### src/logic/ioc_pkg.sv
// Package for the internal oscillator control block: SFR addresses, field positions,
// reset images and divider encodings.
// Assumes an 8-bit SFR bus with an 8-bit address and a register page number.
package ioc_pkg;
  localparam logic [7:0] HF_CTRL_ADDR     = 8'hB2;
  localparam logic [7:0] MULT_ADDR        = 8'hB9;
  localparam logic [7:0] MULT_PAGE        = 8'h00;
  localparam int         HF_ON_BIT        = 7;
  localparam int         HF_RDY_BIT       = 6;
  localparam int         HF_SUSP_BIT      = 5;
  localparam int         DIV_LSB          = 0;
  localparam logic [7:0] HF_CTRL_RESET    = 8'hC0;
  localparam logic [7:0] MULT_IMAGE       = 8'hE0;
  localparam logic [1:0] HF_DIV_RESET     = 2'h0;
  localparam logic [1:0] LF_DIV_RESET     = 2'h0;
  localparam logic [1:0] LF_TRIM_DUMMY    = 2'h0;
  localparam logic [3:0] LF_TRIM_RESET    = 4'h0;
  localparam logic [1:0] FIXED_PREDIV     = 2'h3;
  localparam logic [2:0] CLKSEL_HF_SCALED = 3'h0;
  localparam int         HF_SETTLE_CYC    = 16;
  typedef enum logic [1:0] {IOC_OFF, IOC_SETTLE, IOC_RUN, IOC_SUSP} ioc_state_t;
endpackage : ioc_pkg

### src/logic/ioc_top.sv
// Internal oscillator control: control/status register, multiplier compatibility
// register, system clock enable divider and low-frequency capture strobes.
// Assumes core_clk stands for the oscillator; SFR write strobe is one cycle wide.
//
// Function
// [RL1] Control bit 7 enables the high-frequency oscillator; resets to one.
// [RL2] Read-only bit 6 reports oscillator at programmed frequency; resets to one.
// [RL3] Writing one to bit 5 suspends the oscillator; wake restarts; resets zero.
// [RL4] Bits 4 to 2 of both registers read zero; writes ignored.
// [RL5] Oscillator passes fixed divide by four, then divider field bits 1:0.
// [RL6] Divider field 00..11 gives divide by 8,4,2,1; resets to 00.
// [RL7] Multiplier register appears as a present, working, ready multiplier.
// [RL8] Multiplier enable, init and ready bits always read one.
// [RL9] Multiplier input select bits 1:0 always read 00; writes ignored.
// [RL10] Control register decodes at 0xB2 on every register page.
// [RL11] Multiplier register decodes at 0xB9 only on page zero.
// [RL12] Low-frequency path divides its output by 1, 2, 4 or 8.
// [RL13] Four-bit trim field adjusts the low-frequency oscillator frequency.
// [RL14] Capture mode: timer 2 on falling, timer 3 on rising edge of low clock.
// [RL15] Each capture copies the timer count into the reload register pair.
// [RL16] Low divider field 00..11 gives divide by 8,4,2,1; resets to 00.
// [RL17] Suspend wakes on non-idle bus event or supply detect edge either way.
// [RL18] Clock select 000 takes the divided high-frequency clock as system clock.
// [RL19] Suspend bit reads one while suspended; hardware clears it on wake.
// [RL20] Ready flag low while disabled or suspended; returns once settled.
`timescale 1ns/1ps
module ioc_top (
  // Clock and reset
  input  wire logic        core_clk,
  input  wire logic        sys_rst,
  // SFR bus
  input  wire logic [7:0]  sfr_addr,
  input  wire logic [7:0]  sfr_page,
  input  wire logic        sfr_wr,
  input  wire logic        sfr_rd,
  input  wire logic [7:0]  sfr_wdata,
  output logic      [7:0]  sfr_rdata,
  output logic             sfr_hit,
  // Clock settings from neighbouring registers
  input  wire logic [2:0]  sys_clock_select,
  input  wire logic [1:0]  lf_divider_select,
  input  wire logic [3:0]  lf_trim,
  // Wake sources, asynchronous
  input  wire logic        usb_wake_event,
  input  wire logic        bus_supply_detect,
  // Low-frequency oscillator raw output, asynchronous
  input  wire logic        lf_osc_raw,
  // Timer capture
  input  wire logic        t2_lf_capture_mode,
  input  wire logic        t3_lf_capture_mode,
  input  wire logic [15:0] t2_count,
  input  wire logic [15:0] t3_count,
  // Oscillator, clock and timer capture outputs
  output logic             hf_osc_on,
  output logic             hf_osc_suspend,
  output logic             hf_freq_ready,
  output logic             system_clock_en,
  output logic             lf_clock_en,
  output logic      [3:0]  lf_trim_out,
  output logic             t2_capture,
  output logic             t3_capture,
  output logic      [15:0] t2_reload,
  output logic      [15:0] t3_reload
);

  // Register state, all in one struct
  typedef struct packed {
    // Oscillator control and status
    ioc_pkg::ioc_state_t st;
    logic [4:0]          settle;
    logic                on;
    logic                susp;
    logic                rdy;
    logic [1:0]          hf_div;
    // System clock divider
    logic [4:0]          hf_cnt;
    logic                sys_en;
    // Low-frequency divider and trim
    logic [1:0]          lf_sel_last;
    logic [2:0]          lf_cnt;
    logic                lf_en;
    logic [3:0]          trim;
    // Synchronisers: two settled flops plus one history flop each
    logic [2:0]          usb_s;
    logic [2:0]          bus_s;
    logic [2:0]          lf_s;
    // Timer capture
    logic                cap2;
    logic                cap3;
    logic [15:0]         rl2;
    logic [15:0]         rl3;
    // Register read path
    logic [7:0]          rdata;
    logic                hit;
  } ioc_reg_t;

  // Reset image: oscillator enabled and already at frequency
  localparam ioc_reg_t RST_IMG = '{
    // Oscillator control and status
    st:          ioc_pkg::IOC_RUN,
    settle:      5'h00,
    on:          ioc_pkg::HF_CTRL_RESET[ioc_pkg::HF_ON_BIT],
    susp:        ioc_pkg::HF_CTRL_RESET[ioc_pkg::HF_SUSP_BIT],
    rdy:         ioc_pkg::HF_CTRL_RESET[ioc_pkg::HF_RDY_BIT],
    hf_div:      ioc_pkg::HF_DIV_RESET,
    // System clock divider
    hf_cnt:      5'h00,
    sys_en:      1'b0,
    // Low-frequency divider and trim
    lf_sel_last: ioc_pkg::LF_DIV_RESET,
    lf_cnt:      3'h0,
    lf_en:       1'b0,
    trim:        ioc_pkg::LF_TRIM_RESET,
    // Synchronisers
    usb_s:       3'h0,
    bus_s:       3'h0,
    lf_s:        3'h0,
    // Timer capture
    cap2:        1'b0,
    cap3:        1'b0,
    rl2:         16'h0000,
    rl3:         16'h0000,
    // Register read path
    rdata:       8'h00,
    hit:         1'b0
  };

  // Current and next state
  ioc_reg_t r_q;
  ioc_reg_t r_d;

  // Divider field to terminal count: 00..11 give 8, 4, 2, 1
  function automatic logic [3:0] div_mask(input logic [1:0] sel);
    case (sel)
      2'h0:    div_mask = 4'h7;
      2'h1:    div_mask = 4'h3;
      2'h2:    div_mask = 4'h1;
      default: div_mask = 4'h0;
    endcase
  endfunction : div_mask

  // One divider step: {wrapped, next count}; wraps when the count reaches the limit
  function automatic logic [5:0] div_step(input logic [4:0] cnt, input logic [4:0] lim);
    if (cnt >= lim) begin
      div_step = {1'b1, 5'h00};
    end else begin
      div_step = {1'b0, cnt + 5'h01};
    end
  endfunction : div_step

  // Address match; page zero only unless the register sits on every page
  function automatic logic sfr_match(input logic [7:0] addr, input logic [7:0] page,
                                     input logic [7:0] want, input logic all_pages);
    sfr_match = (addr == want) && (all_pages || (page == ioc_pkg::MULT_PAGE));
  endfunction : sfr_match

  // Edges of a synchronised pin: bit 1 is the newer settled sample, bit 2 the older
  function automatic logic is_rise(input logic [2:0] s);
    is_rise = s[1] && !s[2];
  endfunction : is_rise

  function automatic logic is_fall(input logic [2:0] s);
    is_fall = s[2] && !s[1];
  endfunction : is_fall

  // Decode and read image
  logic       ctrl_sel;
  logic       mult_sel;
  logic [7:0] ctrl_img;
  // Edges and divider terms
  logic       wake;
  logic       lf_rise;
  logic       lf_fall;
  logic [3:0] hf_mask;
  logic [3:0] lf_mask;
  logic [4:0] hf_limit;
  logic [5:0] hf_step;
  logic [5:0] lf_step;

  // Address decode and control read image
  always_comb begin
    ctrl_sel = sfr_match(sfr_addr, sfr_page, ioc_pkg::HF_CTRL_ADDR, 1'b1); // RL10
    mult_sel = sfr_match(sfr_addr, sfr_page, ioc_pkg::MULT_ADDR, 1'b0); // RL11
    ctrl_img = 8'h00; // RL4
    ctrl_img[ioc_pkg::HF_ON_BIT] = r_q.on; // RL1
    ctrl_img[ioc_pkg::HF_RDY_BIT] = r_q.rdy; // RL2
    ctrl_img[ioc_pkg::HF_SUSP_BIT] = r_q.susp; // RL19
    ctrl_img[ioc_pkg::DIV_LSB +: 2] = r_q.hf_div; // RL6
  end

  // Wake sources and low-frequency edges, read from settled flops only
  always_comb begin
    wake    = is_rise(r_q.usb_s) || (r_q.bus_s[2] != r_q.bus_s[1]); // RL17
    lf_rise = is_rise(r_q.lf_s);
    lf_fall = is_fall(r_q.lf_s);
  end

  // Divider limits: fixed divide by four below the programmable divider
  always_comb begin
    hf_mask  = div_mask(r_q.hf_div);
    hf_limit = {hf_mask[2:0], ioc_pkg::FIXED_PREDIV}; // RL5 RL6
    hf_step  = div_step(r_q.hf_cnt, hf_limit);
    // Low-frequency limit is the field's mask, counted in rising edges
    lf_mask  = div_mask(lf_divider_select);
    lf_step  = div_step({2'b00, r_q.lf_cnt}, {2'b00, lf_mask[2:0]});
  end

  always_comb begin
    r_d = r_q;

    // Two-flop synchronisers plus one history flop for edge detection
    r_d.usb_s = {r_q.usb_s[1:0], usb_wake_event};
    r_d.bus_s = {r_q.bus_s[1:0], bus_supply_detect};
    r_d.lf_s  = {r_q.lf_s[1:0], lf_osc_raw};

    // Registered read data, zero when no read is decoded
    r_d.hit   = (sfr_rd || sfr_wr) && (ctrl_sel || mult_sel);
    r_d.rdata = 8'h00;
    if (sfr_rd && ctrl_sel) begin
      r_d.rdata = ctrl_img;
    end else if (sfr_rd && mult_sel) begin
      r_d.rdata = ioc_pkg::MULT_IMAGE; // RL7 RL8 RL9 RL4
    end

    // Control writes; the multiplier register has no writable bits
    if (sfr_wr && ctrl_sel) begin
      r_d.on     = sfr_wdata[ioc_pkg::HF_ON_BIT]; // RL1
      r_d.hf_div = sfr_wdata[ioc_pkg::DIV_LSB +: 2]; // RL6
      if (sfr_wdata[ioc_pkg::HF_SUSP_BIT]) begin
        r_d.susp = 1'b1; // RL3
      end
    end

    // A wake clears only a suspend already set, so a new suspend write in the same cycle as a wake wins
    if (r_q.susp && wake) begin
      r_d.susp = 1'b0; // RL3 RL19
    end

    // Oscillator state; every restart settles before ready
    case (r_q.st)
      // Stopped: start settling once enabled and not suspended
      ioc_pkg::IOC_OFF: begin
        if (r_q.on && !r_q.susp) begin
          r_d.st = ioc_pkg::IOC_SETTLE;
          r_d.settle = 5'h00;
        end
      end

      // Settling: count fixed cycles before reporting ready
      ioc_pkg::IOC_SETTLE: begin
        r_d.settle = r_q.settle + 5'h01;
        if (!r_q.on) begin
          r_d.st = ioc_pkg::IOC_OFF;
        end else if (r_q.susp) begin
          r_d.st = ioc_pkg::IOC_SUSP;
        end else if (r_q.settle == 5'(ioc_pkg::HF_SETTLE_CYC - 1)) begin
          r_d.st = ioc_pkg::IOC_RUN; // RL20
        end
      end

      // Running at frequency
      ioc_pkg::IOC_RUN: begin
        if (!r_q.on) begin
          r_d.st = ioc_pkg::IOC_OFF; // RL20
        end else if (r_q.susp) begin
          r_d.st = ioc_pkg::IOC_SUSP; // RL20
        end
      end

      // Suspended: only a wake clears the request and restarts
      ioc_pkg::IOC_SUSP: begin
        if (!r_q.susp) begin
          r_d.st = ioc_pkg::IOC_OFF; // RL3
        end
      end

      default: r_d.st = ioc_pkg::IOC_OFF;
    endcase
    // Ready follows the next state so flag and state move together
    r_d.rdy = (r_d.st == ioc_pkg::IOC_RUN); // RL2 RL20

    // System clock enable: one pulse per divided period while running with clock select 000
    r_d.sys_en = 1'b0;
    r_d.hf_cnt = 5'h00;
    if (r_q.st == ioc_pkg::IOC_RUN && sys_clock_select == ioc_pkg::CLKSEL_HF_SCALED) begin
      r_d.hf_cnt = hf_step[4:0];
      r_d.sys_en = hf_step[5]; // RL18 RL5
    end

    // Low-frequency enable on every Nth rising edge; restart on a new divider
    r_d.lf_sel_last = lf_divider_select;
    r_d.lf_en       = 1'b0;
    if (r_q.lf_sel_last != lf_divider_select) begin
      r_d.lf_cnt = 3'h0;
    end else if (lf_rise) begin
      r_d.lf_cnt = lf_step[2:0];
      r_d.lf_en  = lf_step[5]; // RL12 RL16
    end

    // Trim passes through one register to the oscillator
    r_d.trim = lf_trim; // RL13

    // Capture: reload takes the count on the same edge as the pulse
    r_d.cap2 = t2_lf_capture_mode && lf_fall; // RL14
    r_d.cap3 = t3_lf_capture_mode && lf_rise; // RL14
    if (r_d.cap2) begin
      r_d.rl2 = t2_count; // RL15
    end
    if (r_d.cap3) begin
      r_d.rl3 = t3_count; // RL15
    end
  end

  // State register; reset loads the image above
  always_ff @(posedge core_clk or posedge sys_rst) begin
    if (sys_rst) begin
      r_q <= RST_IMG; // RL1 RL2 RL3 RL6 RL16
    end else begin
      r_q <= r_d;
    end
  end

  // Every output comes straight from a state flop
  always_comb begin
    // Register read path
    sfr_rdata       = r_q.rdata;
    sfr_hit         = r_q.hit;
    // Oscillator status
    hf_osc_on       = r_q.on;
    hf_osc_suspend  = r_q.susp;
    hf_freq_ready   = r_q.rdy;
    // Clock enables and trim
    system_clock_en = r_q.sys_en;
    lf_clock_en     = r_q.lf_en;
    lf_trim_out     = r_q.trim;
    // Timer capture
    t2_capture      = r_q.cap2;
    t3_capture      = r_q.cap3;
    t2_reload       = r_q.rl2;
    t3_reload       = r_q.rl3;
  end

endmodule : ioc_top

### config.mk
export PLATFORM = sky130hd
export DESIGN_NAME = ioc_top
export DESIGN_NICKNAME = d
export VERILOG_FILES = /design/src/logic/ioc_pkg.sv /design/src/logic/ioc_top.sv
export SDC_FILE = /design/constraint.sdc
export NUM_CORES = 1
export LEC_CHECK = 0
export BUFFER_PORTS_ARGS = -buffer_cell sky130_fd_sc_hd__buf_2
export CAP_MARGIN = 20
export CORE_MARGIN = 4
export CORE_UTILIZATION = 45
export CTS_CLUSTER_DIAMETER = 30
export DETAILED_ROUTE_END_ITERATION = 7
export PLACE_DENSITY = 0.76
export SETUP_SLACK_MARGIN = 0.3
export SLEW_MARGIN = 20
export SYNTH_ARGS = -nofsm -noshare
export SYNTH_HDL_FRONTEND = slang
export SYNTH_SLANG_ARGS = --single-unit
### constraint.sdc
create_clock -name core_clk -period 2.4 [get_ports core_clk]
set_input_delay 0.36 -clock core_clk [delete_from_list [all_inputs] [get_ports core_clk]]
set_output_delay 0.36 -clock core_clk [all_outputs]
set_load 0.01 [all_outputs]
==> results by group <==
Pwr
  – Internal power: 0.00223 W
  – Leakage: 2.19 nW
  – Net Sw Frac: 25.2%
  – Seq pwr share: 50.2%
  – Clock group share of total power: 34.8%
  – VDD IR-drop max: 0.418 mV
  – Pwr dens: 724 mW/mm^2
  – Net load switching power: 0.000754 W
  – Overall Power: 0.00299 W
  – Combinational share of power: 15.0%

Synth
  – Register area share after synthesis: 54.5%
  – EDFF count, synth: 0
  – Mean Syn Cell Area: 11.3 sq um
  – Area share of the largest cell type after synthesis: 52.3%
  – Ys async rst share: 100%
  – Top_reg_cell synth: dfrtp_1
  – YS warnings: 0
  – Count of cell types in the netlist: 47
  – Seq cells post-synth: 77
  – Most used standard cell by instance count after synthesis: dfrtp_1
  – Largest cells by area after synthesis: dfrtp_1 (52%), buf_4 (9.5%), nand2_1 (6.1%)
  – Dominant cell type by area after synthesis: dfrtp_1
  – Post-Syn Instances: 313
  – Synth cell count leaders: dfrtp_1 (74), nand2_1 (58), buf_4 (45)
  – Post-Syn Area: 0.00354 sq mm

Clocking
  – CTS Hold Bufs: 0
  – CTS tree: yes
  – H-tree levels: 3
  – Post-cts sizing count: 0
  – Clock Latency Late Sink: 340 ps
  – Root Buffer: clkbuf_8
  – Reg clk slew, reported paths: 80 ps
  – CTS buffer count: 9
  – CTS max path bufs: 2
  – Setup repair bufs after CTS: 0
  – Clock tree sinks: 77

Die
  – Die Height: 96.7 um
  – Core footprint: 0.00769 sq mm
  – Total Die Area: 0.00936 sq mm
  – DIE WIDTH: 96.7 um
  – Rows: 32
  – Starting Density: 46.1%
  – I/O Pins: 126

Global route
  – Global Route Usage Sum: 14.6%
  – Pin count of the biggest net entering global routing: 50
  – Vias in the first global route: 2366
  – Antenna violations before repair: 0
  – First-pass GRT wire length: 11.0 mm
  – Gr ovfl total: 0

Setup path
  – Setup CP Type: flop to flop
  – Worst path required time: 2660 ps
  – Worst reg2reg path startpoint: ctrl_img[1]$_DFFE_PP0P_
  – Crit path arrival time: 2020 ps
  – Sequence of cells on the critical path: or2_2 -> ha_1 -> nand3_1 -> o22ai_1 -> or3_4 -> nor2_1
  – Worst reg-to-reg setup slack: 640 ps
  – R2R Path End: r_q[67]$_DFF_PP0_
  – R2R depth: 6
  – CP max stage delay: 410 ps
  – Slowest cell on the critical path: dfrtp_1
  – Crit end category: flop
  – Critical path fanouts, max: 5
  – Critical path's top delay family: simple AND/OR/NAND/NOR gates
  – Setup crit start kind: flop
  – Worst Path Buf+Inv: 0

Worst hold path
  – Hold WC Path Type: input port to async pin

Placed design
  – Placed instance area: 0.00391 sq mm
  – GPL Wtd Cong: 0.840
  – HPWL after DPL: 4.90 mm
  – Port Buffers: 118

Finish
  – Area occupied by multi-input gates: 0.00121 sq mm
  – Nets: 478
  – Synth-to-layout area growth: 16.4%
  – Layout fillers: 686
  – Fin area: 0.00413 sq mm
  – # diodes: 0
  – Layout cells sized above 1: 43.2%
  – Final core occ: 53.7%
  – Reg area: 0.00193 sq mm

Timing
  – Final Hold Viols: 0
  – Minimum clock period: 1760 ps
  – RSZ-0062 raised after global routing: false
  – Min Hold Slack: 78.7 ps
  – Crit share post-route: 73.3%
  – Slew Limit Fails: 0
  – Worst Clk Skew: 10.5 ps
  – Worst slew pin tran: 617 ps
  – Setup TNS: 0 ps
  – Slew margin rel.: 58.8%
  – Fmax: 569 MHz
  – Final setup vio count: 0

Status
  – Status: complete, no violations

Route
  – Post-route DRC: 0
  – Via density per instance: 4.69
  – Wirelength per Cell: 12.9 um
  – ANT nets after route: 0
  – Iter 0 DRT Violations: 96
  – Detailed Routing Iterations Pass 1: 6
  – Via count: 2345
  – Routed WL: 6.46 mm

Job
  – Total of max-cap violations: 0
[per-layer routing]
layer	part of all wire (%)	routed length (um)	GRT usage, %
met5	0	0	0
met4	1.2	78	7.24
met3	6.2	403	4.18
met2	51	3330	24.6
met1	41	2650	16.9
[power groups by stage]
| stage | clock network [W] | registers (W) | logic (W) |
|---|---|---|---|
| 6_report | 0.00104 | 0.00150 | 0.000448 |
| 3_3_place_gp | 0 | 0.00152 | 0.000444 |
| 5_1_grt | 0.00114 | 0.00152 | 0.000497 |
| 4_1_cts | 0.00108 | 0.00150 | 0.000458 |
| 2_1_floorplan | 0 | 0.00151 | 0.000402 |
| 3_5_place_dp | 0 | 0.00153 | 0.000456 |
[per-stage QoR]
stage,cells,worst slack (ps)
final,500,641
after global routing,500,540
after CTS,500,623
after detailed placement,485,504
after global placement,485,526
after floorplan,315,758
[state kept, by name (all words and copies together) (netlist names)]
register,cells
ctrl_img,2
r_d,6
t3_reload,16
sfr_hit,1
sfr_rdata,5
t3_capture,1
system_clock_en,1
lf_clock_en,1
hf_osc_suspend,1
t2_capture,1
hf_osc_on,1
hf_freq_ready,1
t2_reload,16
r_q,20
lf_trim_out,4
[area by class of cell]
class	instances	area share (%)
flip-flops and latches	77	46.8
inverters	9	0.910
well taps	102	3.09
repair buffers	119	14.8
clock inverters	6	2.15
multi-input cells	178	29.2
clock buffers	9	3.00
[worst max path at each step]
stage / startpoint / to / slack (ps) / cells past startpoint
after floorplan: lf_divider_select[0] / r_q[58]$_DFFE_PP0P_ / 760 / 6
after global routing: ctrl_img[1]$_DFFE_PP0P_ / r_q[67]$_DFF_PP0_ / 540 / 6
after CTS: ctrl_img[1]$_DFFE_PP0P_ / r_q[67]$_DFF_PP0_ / 620 / 6
after detailed placement: lf_divider_select[0] / r_q[58]$_DFFE_PP0P_ / 500 / 7
after global placement: lf_divider_select[0] / r_q[58]$_DFFE_PP0P_ / 530 / 7
final: ctrl_img[1]$_DFFE_PP0P_ / r_q[67]$_DFF_PP0_ / 640 / 6
[worst reg2reg max path, cell delays in order (launching register included)]
cell     delay [ps]
dfrtp_1         410
or2_2           310
ha_1            290
nand3_1          70
o22ai_1          70
or3_4           410
nor2_1          130
[placed cells by master (no fill, tap or decap), types with 2 or more instances in the layout]
cell / n
a21o_1: 2
a21oi_1: 13
a22o_1: 4
a31o_2: 2
and2_1: 2
and3_1: 3
buf_2: 118
bufinv_16: 2
clkbuf_8: 9
clkinvlp_4: 3
conb_1: 3
dfrtp_1: 74
dfstp_2: 3
ha_1: 10
inv_1: 7
mux2_2: 11
mux2_4: 9
nand2_1: 58
nand3_1: 6
nor2_1: 12
nor2b_1: 4
nor2b_4: 2
nor3_1: 5
nor4b_1: 2
o21ai_0: 4
o22ai_1: 2
or2_2: 2
xnor2_1: 3
xor2_1: 3
[kinds of logic (layout without fill, tap and decap cells)]
| group | Yosys count | in the layout | share of synthesized area, % |
|---|---|---|---|
| and+or+nand+nor | 107 | 107 | 15.4 |
| buffers and inverters | 60 | 143 | 11.7 |
| AOI/OAI and AO/OA | 32 | 32 | 6.00 |
| adders and majority gates | 10 | 10 | 3.53 |
| muxes | 20 | 20 | 7.31 |
| other | 1 | 3 | 0.106 |
| xor gates and xnor gates | 6 | 6 | 1.48 |
| DFF | 77 | 77 | 54.5 |
Power figures use the tool's default switching activity.
